**src/verilog/lhp_pkg.sv**
```systemverilog
package lhp_pkg;

  // ----------------------------------------
  // bus styles
  // ----------------------------------------
  typedef enum logic [1:0] {
    LHP_ISA,
    LHP_X86,
    LHP_STROBE,
    LHP_PFETCH
  } lhp_style_e;

  // ----------------------------------------
  // widths and timing
  // ----------------------------------------
  localparam int ADDR_W        = 10;
  localparam int DATA_W        = 16;
  localparam int CLK_MHZ       = 25;
  localparam int ACCESS_NS     = 200;
  localparam int ACCESS_CYC    = (ACCESS_NS * CLK_MHZ + 999) / 1000;
  localparam int WAIT_CNT_W    = 8;
  localparam logic [ADDR_W-1:0] WIDE_BASE_RST = 10'h010;
  localparam logic [ADDR_W-1:0] WIDE_LAST_RST = 10'h01F;
  localparam logic [DATA_W-1:0] DATA_RST      = 16'h0000;

endpackage : lhp_pkg

```
**src/verilog/lhp_sync.sv**
```systemverilog
`timescale 1ns/1ns
module lhp_sync #(
  parameter int        WIDTH = 1,
  parameter logic      RST_V = 1'b0
) (
  input  wire logic             mclk,
  input  wire logic             reset,
  input  wire logic [WIDTH-1:0] asyncIn,
  output logic      [WIDTH-1:0] syncOut
);

  logic [WIDTH-1:0] stage1_q;

  // ----------------------------------------
  // two flop synchroniser
  // ----------------------------------------
  always_ff @(posedge mclk or posedge reset) begin
    if (reset) begin
      stage1_q <= {WIDTH{RST_V}};
      syncOut  <= {WIDTH{RST_V}};
    end else begin
      stage1_q <= asyncIn;
      syncOut  <= stage1_q;
    end
  end

endmodule : lhp_sync

```
**src/verilog/lhp_host_port.sv**
```systemverilog
`timescale 1ns/1ns
// How it works
// - ten-bit host address selects I/O location
// - strobe mode ignores address bit zero
// - low high-byte enable activates upper lanes
// - strobe mode: shared pin is direction
// - sixteen-bit data driven only during reads
// - ISA and x86: interrupt active high
// - strobe and fetch modes: interrupt active low
// - ready low adds wait states during DMA
// - strobe mode: ready is low acknowledge
// - strobes count only under chip select
// - read strobe, or upper strobe in strobe mode
// - write strobe, or lower strobe in strobe mode
// - wide port indication in range, else released
// - ISA ignores cycles while DMA flag high
// - fetch mode accepts only while fetch pin high
module lhp_host_port #(
  parameter lhp_pkg::lhp_style_e    STYLE      = lhp_pkg::LHP_ISA,
  parameter int                     WAIT_CYC   = lhp_pkg::ACCESS_CYC,
  parameter logic [lhp_pkg::ADDR_W-1:0] WIDE_BASE = lhp_pkg::WIDE_BASE_RST,
  parameter logic [lhp_pkg::ADDR_W-1:0] WIDE_LAST = lhp_pkg::WIDE_LAST_RST
) (
  input  wire logic                        mclk,
  input  wire logic                        reset,
  input  wire logic [lhp_pkg::ADDR_W-1:0]  hostAddrIn,
  input  wire logic                        highByteEnableN,
  input  wire logic                        chipSelectN,
  input  wire logic                        ioReadStrobeN,
  input  wire logic                        ioWriteStrobeN,
  input  wire logic                        dmaCycleFlag,
  input  wire logic [lhp_pkg::DATA_W-1:0]  hostDataBusIn,
  output logic      [lhp_pkg::DATA_W-1:0]  hostDataBusOut,
  output logic      [lhp_pkg::DATA_W-1:0]  hostDataBusOe,
  output logic                             readyOut,
  output logic                             readyOe,
  output logic                             widePortIndN,
  output logic                             widePortIndOe,
  output logic                             irqOut,
  input  wire logic                        irqRequest,
  input  wire logic                        remoteDmaActive,
  output logic      [lhp_pkg::ADDR_W-1:0]  accAddr,
  output logic                             accUpper,
  output logic                             accLower,
  output logic                             accWrite,
  output logic      [lhp_pkg::DATA_W-1:0]  accWrData,
  output logic                             accStrobe,
  input  wire logic [lhp_pkg::DATA_W-1:0]  accRdData,
  input  wire logic                        accWideOk
);

  if (WAIT_CYC < 1 || WAIT_CYC > 255) begin : g_bad_wait
    $error("WAIT_CYC out of range");
  end
  if (WIDE_BASE > WIDE_LAST) begin : g_bad_wide
    $error("wide range inverted");
  end

  // ----------------------------------------
  // pin synchronisers
  // ----------------------------------------
  localparam int PIN_W = lhp_pkg::ADDR_W + lhp_pkg::DATA_W + 5;

  logic [PIN_W-1:0]            pinsRaw;
  logic [PIN_W-1:0]            pinsSync;
  logic [lhp_pkg::ADDR_W-1:0]  addrS;
  logic [lhp_pkg::DATA_W-1:0]  dataS;
  logic                        bheS;
  logic                        csS;
  logic                        rdS;
  logic                        wrS;
  logic                        dmaS;

  assign pinsRaw = {hostAddrIn, hostDataBusIn, highByteEnableN, chipSelectN,
                    ioReadStrobeN, ioWriteStrobeN, dmaCycleFlag};

  lhp_sync #(
    .WIDTH (PIN_W),
    .RST_V (1'b1)
  ) u_sync (
    .mclk    (mclk),
    .reset   (reset),
    .asyncIn (pinsRaw),
    .syncOut (pinsSync)
  );

  assign {addrS, dataS, bheS, csS, rdS, wrS, dmaS} = pinsSync;

  // ----------------------------------------
  // cycle decode per bus style
  // ----------------------------------------
  logic                        enableOk;
  logic                        cycActive;
  logic                        cycWrite;
  logic                        laneUpper;
  logic                        laneLower;
  logic [lhp_pkg::ADDR_W-1:0]  addrEff;
  logic                        styleStrobe;

  assign styleStrobe = (STYLE == lhp_pkg::LHP_STROBE);

  always_comb begin
    enableOk  = 1'b1;
    cycActive = 1'b0;
    cycWrite  = 1'b0;
    laneUpper = 1'b0;
    laneLower = 1'b0;
    addrEff   = addrS;
    case (STYLE)
      lhp_pkg::LHP_ISA: begin
        enableOk = ~dmaS;
      end
      lhp_pkg::LHP_PFETCH: begin
        enableOk = dmaS;
      end
      default: begin
        enableOk = 1'b1;
      end
    endcase
    if (styleStrobe) begin
      addrEff   = {addrS[lhp_pkg::ADDR_W-1:1], 1'b0};
      laneUpper = ~rdS;
      laneLower = ~wrS;
      cycWrite  = ~bheS;
      cycActive = ~csS & enableOk & (laneUpper | laneLower);
    end else begin
      cycActive = ~csS & enableOk & (~rdS ^ ~wrS);
      cycWrite  = ~wrS;
      laneUpper = ~bheS;
      laneLower = (STYLE == lhp_pkg::LHP_PFETCH) ? 1'b1 : ~addrS[0];
    end
  end

  // ----------------------------------------
  // access sequencer
  // ----------------------------------------
  typedef enum logic [1:0] {
    IDLE,
    WAITING,
    DONE
  } lhp_state_e;

  lhp_state_e                    state_q;
  logic [lhp_pkg::WAIT_CNT_W-1:0] waitCnt_q;
  logic [lhp_pkg::DATA_W-1:0]    rdData_q;

  always_ff @(posedge mclk or posedge reset) begin
    if (reset) begin
      state_q   <= IDLE;
      waitCnt_q <= '0;
    end else begin
      case (state_q)
        IDLE: begin
          if (cycActive) begin
            if (remoteDmaActive) begin
              state_q   <= WAITING;
              waitCnt_q <= lhp_pkg::WAIT_CNT_W'(WAIT_CYC);
            end else begin
              state_q <= DONE;
            end
          end
        end
        WAITING: begin
          if (!cycActive) begin
            state_q <= IDLE;
          end else if (waitCnt_q <= lhp_pkg::WAIT_CNT_W'(1)) begin
            state_q <= DONE;
          end else begin
            waitCnt_q <= waitCnt_q - lhp_pkg::WAIT_CNT_W'(1);
          end
        end
        DONE: begin
          if (!cycActive) begin
            state_q <= IDLE;
          end
        end
        default: begin
          state_q <= IDLE;
        end
      endcase
    end
  end

  // ----------------------------------------
  // core access strobe and data capture
  // ----------------------------------------
  logic doAccess;

  assign doAccess = cycActive && ((state_q == IDLE && !remoteDmaActive) ||
                    (state_q == WAITING && waitCnt_q <= lhp_pkg::WAIT_CNT_W'(1)));

  always_ff @(posedge mclk or posedge reset) begin
    if (reset) begin
      accStrobe <= 1'b0;
      accAddr   <= '0;
      accUpper  <= 1'b0;
      accLower  <= 1'b0;
      accWrite  <= 1'b0;
      accWrData <= lhp_pkg::DATA_RST;
    end else begin
      accStrobe <= doAccess;
      if (doAccess) begin
        accAddr   <= addrEff;
        accUpper  <= laneUpper;
        accLower  <= laneLower;
        accWrite  <= cycWrite;
        accWrData <= dataS;
      end
    end
  end

  always_ff @(posedge mclk or posedge reset) begin
    if (reset) begin
      rdData_q <= lhp_pkg::DATA_RST;
    end else if (accStrobe && !accWrite) begin
      rdData_q <= accRdData;
    end
  end

  // ----------------------------------------
  // data bus drive
  // ----------------------------------------
  logic readPhase;

  assign readPhase = cycActive && !cycWrite && (state_q == DONE);

  always_ff @(posedge mclk or posedge reset) begin
    if (reset) begin
      hostDataBusOut <= lhp_pkg::DATA_RST;
      hostDataBusOe  <= '0;
    end else begin
      // fresh core data so the bus is valid when ready or ack shows
      hostDataBusOut <= (accStrobe && !accWrite) ? accRdData : rdData_q;
      hostDataBusOe  <= {{8{readPhase & laneUpper}}, {8{readPhase & laneLower}}};
    end
  end

  // ----------------------------------------
  // ready, acknowledge and wide port
  // ----------------------------------------
  logic inWide;

  assign inWide = (addrEff >= WIDE_BASE) && (addrEff <= WIDE_LAST);

  always_ff @(posedge mclk or posedge reset) begin
    if (reset) begin
      readyOut      <= 1'b1;
      readyOe       <= 1'b0;
      widePortIndN  <= 1'b1;
      widePortIndOe <= 1'b0;
    end else begin
      if (styleStrobe) begin
        readyOut <= ~(state_q == DONE && cycActive);
        readyOe  <= cycActive;
      end else begin
        readyOut <= ~(cycActive && state_q != DONE);
        readyOe  <= cycActive && (remoteDmaActive || state_q == WAITING);
      end
      widePortIndN  <= ~(~csS & enableOk & inWide & accWideOk);
      widePortIndOe <= ~csS & enableOk & inWide & accWideOk;
    end
  end

  // ----------------------------------------
  // interrupt polarity
  // ----------------------------------------
  always_ff @(posedge mclk or posedge reset) begin
    if (reset) begin
      irqOut <= (STYLE == lhp_pkg::LHP_STROBE || STYLE == lhp_pkg::LHP_PFETCH);
    end else begin
      case (STYLE)
        lhp_pkg::LHP_STROBE, lhp_pkg::LHP_PFETCH: begin
          irqOut <= ~irqRequest;
        end
        default: begin
          irqOut <= irqRequest;
        end
      endcase
    end
  end

endmodule : lhp_host_port

```
**config.mk**
```make
export PLATFORM = sky130hd
export DESIGN_NAME = lhp_host_port
export DESIGN_NICKNAME = d
export VERILOG_FILES = /design/src/verilog/lhp_pkg.sv /design/src/verilog/lhp_sync.sv /design/src/verilog/lhp_host_port.sv
export SDC_FILE = /design/constraint.sdc
export NUM_CORES = 1
export LEC_CHECK = 0
export BUFFER_PORTS_ARGS = -buffer_cell sky130_fd_sc_hd__buf_2
export CAP_MARGIN = 20
export CORE_UTILIZATION = 54
export CTS_BUF_LIST = sky130_fd_sc_hd__clkbuf_4
export DETAILED_ROUTE_END_ITERATION = 16
export MAX_ROUTING_LAYER = met4
export PLACE_DENSITY = 0.92
export SYNTH_ARGS = -nofsm -noshare
export SYNTH_HDL_FRONTEND = slang
export SYNTH_SLANG_ARGS = --single-unit
```
**constraint.sdc**
```tcl
create_clock -name mclk -period 5.23 [get_ports mclk]
set_input_delay 0.7845 -clock mclk [delete_from_list [all_inputs] [get_ports mclk]]
set_output_delay 0.7845 -clock mclk [all_outputs]
set_load 0.01 [all_outputs]
```
==> qor.csv <==
stage,metric,value,unit
status,status,"complete, no violations",
synth,async_flop_share,1.00,
clocking,cts_buffers,17,
drt,dr.pass1.iters,4,
critical_path,cp_data_required_time,5.60,ns
drt,wire_per_inst,14.9,µm
critical_path,path_max_fanout,28,
critical_path,cpLargestDelayFamily,simple AND/OR/NAND/NOR gates,
synth,ys.flop_type,dfstp_2,
clocking,htree_num_levels,4,
floorplan,core,0.00781,mm²
pwr,power,2.31,mW
drt,vias_per_cell,5.02,
sta,period_share,0.443,
global_route,grt_pass1_vias,2578,
pwr,ir_worst_vdd,0.000271,V
sta,max_slew.worst_pin.slew,0.762,ns
synth,synthTopCellsByCount,"dfstp_2 (64), dfrtp_1 (61), mux2_2 (25), mux2_4 (18), buf_4 (14)",
sta,totalNegativeSetupSlack,0,ns
place,place_ws,2.90,ns
sta,hold_viol_final,0,
critical_path,cpMaxStageDelayCell,nor2_8,
critical_path,arrival,2.69,ns
synth,syn_area,0.00442,mm²
synth,yosys_warnings,0,
synth,synth.most_common_cell,dfstp_2,
global_route,overflow,0,
clocking,cts-root-buf,clkbuf_4,
final_layout,fill_cells,554,
pwr,leakagePower,2.50,nW
clocking,clock_latency,0.50,ns
clocking,cts_tree,built,
synth,syn_area_per_cell,16.9,µm²
clocking,cts_hold_buf,0,
sta,fin_crit,2.32,ns
clocking,clock_sinks,125,
drt,drt_first_iter_violations,115,
drt,routed_wirelength,7400,µm
sta,setup_violations,0,
floorplan,die-width,92.4,µm
pwr,powerDensity,440,mW/mm²
global_route,grt_max_degree,68,
synth,netlist.area_leader.share,0.381,
final_layout,final_nets,434,
floorplan,die_y,92.4,µm
clocking,path_clk_slew,0.11,ns
sta,fin_ws,2.91,ns
sta,rsz0062_at_grt,false,
synth,mappedNetlistNets,316,
synth,ys_seq_area_frac,0.727,
floorplan,start_util,0.566,
synth,yosys.cell_types.count,40,
place,gp_congestion,0.829,
drt,route.detailed.drc,0,
clocking,post-cts-setup-buffers,0,
sta,slew_viol_final,0,
critical_path,slowest_delay,0.56,ns
place,hpwl,5100,µm
final_layout,syn2layout_area_growth,19.0,%
synth,synth.ff_latch_count,125,
synth,synth-edff-count,0,
floorplan,die-area,0.00854,mm²
global_route,antenna_found_initial,0,
floorplan,io_pins,119,
place,io_buffers,118,
drt,final_antenna_net_count,0,
place,dpl.cell_count,463,
sta,fmaxAchievable,432,MHz
sta,max_slew_margin,0.492,
clocking,clock_path_buffers,2,
clocking,cts_resized,0,
synth,yosysTopAreaCell,dfstp_2,
sta,finClkSkew,0.0171,ns
critical_path,cp_cell_sequence,nor4_4 > a41oi_4 > nor2_8 > mux2_2,
worst_hold_path,hp-class,reg2reg,
floorplan,placementRows,32,
drt,vias,2485,
job,cap_violations,0,
final_layout,drive_gt1_frac,0.677,
critical_path,crit_buf_inv,0,
final_layout,antennaDiodeCount,0,
synth,ys_top_cells_by_area,"dfstp_2 (38%), dfrtp_1 (35%), mux2_2 (6.4%)",
global_route,grt_first_pass_wirelength,12100,µm
critical_path,start_kind,flop,
critical_path,end_kind,flop,
critical_path,worstSetupPathType,reg2reg,
final_layout,fin_cells,495,
synth,synthCells,262,
global_route,grt_usage,0.199,
-- through the flow --
stage,area (µm²),hold slack (ns),utilization
after floorplan,4420,0.345,-
after global placement,4980,0.345,0.638
after detailed placement,4980,0.347,0.638
after CTS,5250,0.315,0.673
after global routing,5250,0.294,0.673
final,5250,0.341,0.673
-- layout by cell type (no fill, tap or decap), drive strengths merged, types with 3 or more instances in the layout --
cell type,count
nand4,6
dfstp,64
clkinvlp,3
clkbuf,21
nor2,11
inv,11
and2,4
dfrtp,61
o31ai,3
o21ai,5
nor3,5
clkinv,4
buf,120
mux2,43
-- worst register-to-register path, stage by stage, from the launching register on --
cell	delay, ns
dfrtp_1	0.48
nor4_4	0.41
a41oi_4	0.32
nor2_8	0.57
mux2_2	0.43
-- layer usage --
| layer | up-vias | GRT usage | share of wire |
|---|---|---|---|
| met4 | 0 | 0.0846 | 0.0074 |
| met1 | 1233 | 0.231 | 0.40 |
| met2 | 118 | 0.322 | 0.53 |
| met3 | 8 | 0.0616 | 0.063 |
| li1 | 1126 | - | - |
| met5 | - | - | 0 |
-- sequential cells by signal, indices dropped and copies added (netlist names), 2 cells and up --
name             cells
accAddr             10
accWrData           16
state_q              2
hostDataBusOe        2
u_sync.syncOut      31
waitCnt_q            8
u_sync.stage1_q     31
hostDataBusOut      16
-- logic make-up after synthesis --
| kind of cell | after synthesis | synth area share |
|---|---|---|
| adders and majority gates | 2 | 0.00567 |
| muxes | 44 | 0.127 |
| AOI/OAI and AO/OA | 20 | 0.0357 |
| DFF | 125 | 0.727 |
| buffers and inverters | 30 | 0.0470 |
| xor gates and xnor gates | 1 | 0.00198 |
| and+or+nand+nor | 40 | 0.0558 |
-- path summary, 6_finish.rpt --
| path | startpoint | endpoint | slack, ns | cells after the start |
|---|---|---|---|---|
| setup reg to reg | waitCnt_q[4] | accAddr[4] | 2.91 | 4 |
| hold / removal | u_sync.stage1_q[21] | u_sync.syncOut[21] | 0.34 | 0 |
| setup / recovery | waitCnt_q[4] | accAddr[4] | 2.91 | 4 |
| hold reg to reg | u_sync.stage1_q[21] | u_sync.syncOut[21] | 0.34 | 0 |
| max in group asynchronous | reset | hostDataBusOut[8] | 3.62 | 3 |
| min in group asynchronous | reset | accAddr[9] | 0.42 | 2 |
-- layout make-up --
cell class                 instances  area, µm²  share of cell area
sequential                       125       3210               0.611
multi-input combinational        107       1000               0.190
timing repair buffer             120        606               0.115
clock buffer                      21        158              0.0300
tap                              102        128              0.0243
clock inverter                    11        119              0.0226
inverter                           9       36.3             0.00691
-- report_power, final --
part	internal, mW	switching, mW
Sequential	1.14	0.103
Combinational	0.228	0.202
Clock	0.304	0.335
Total	1.67	0.640
No activity file was read; power rests on OpenSTA's default activity.
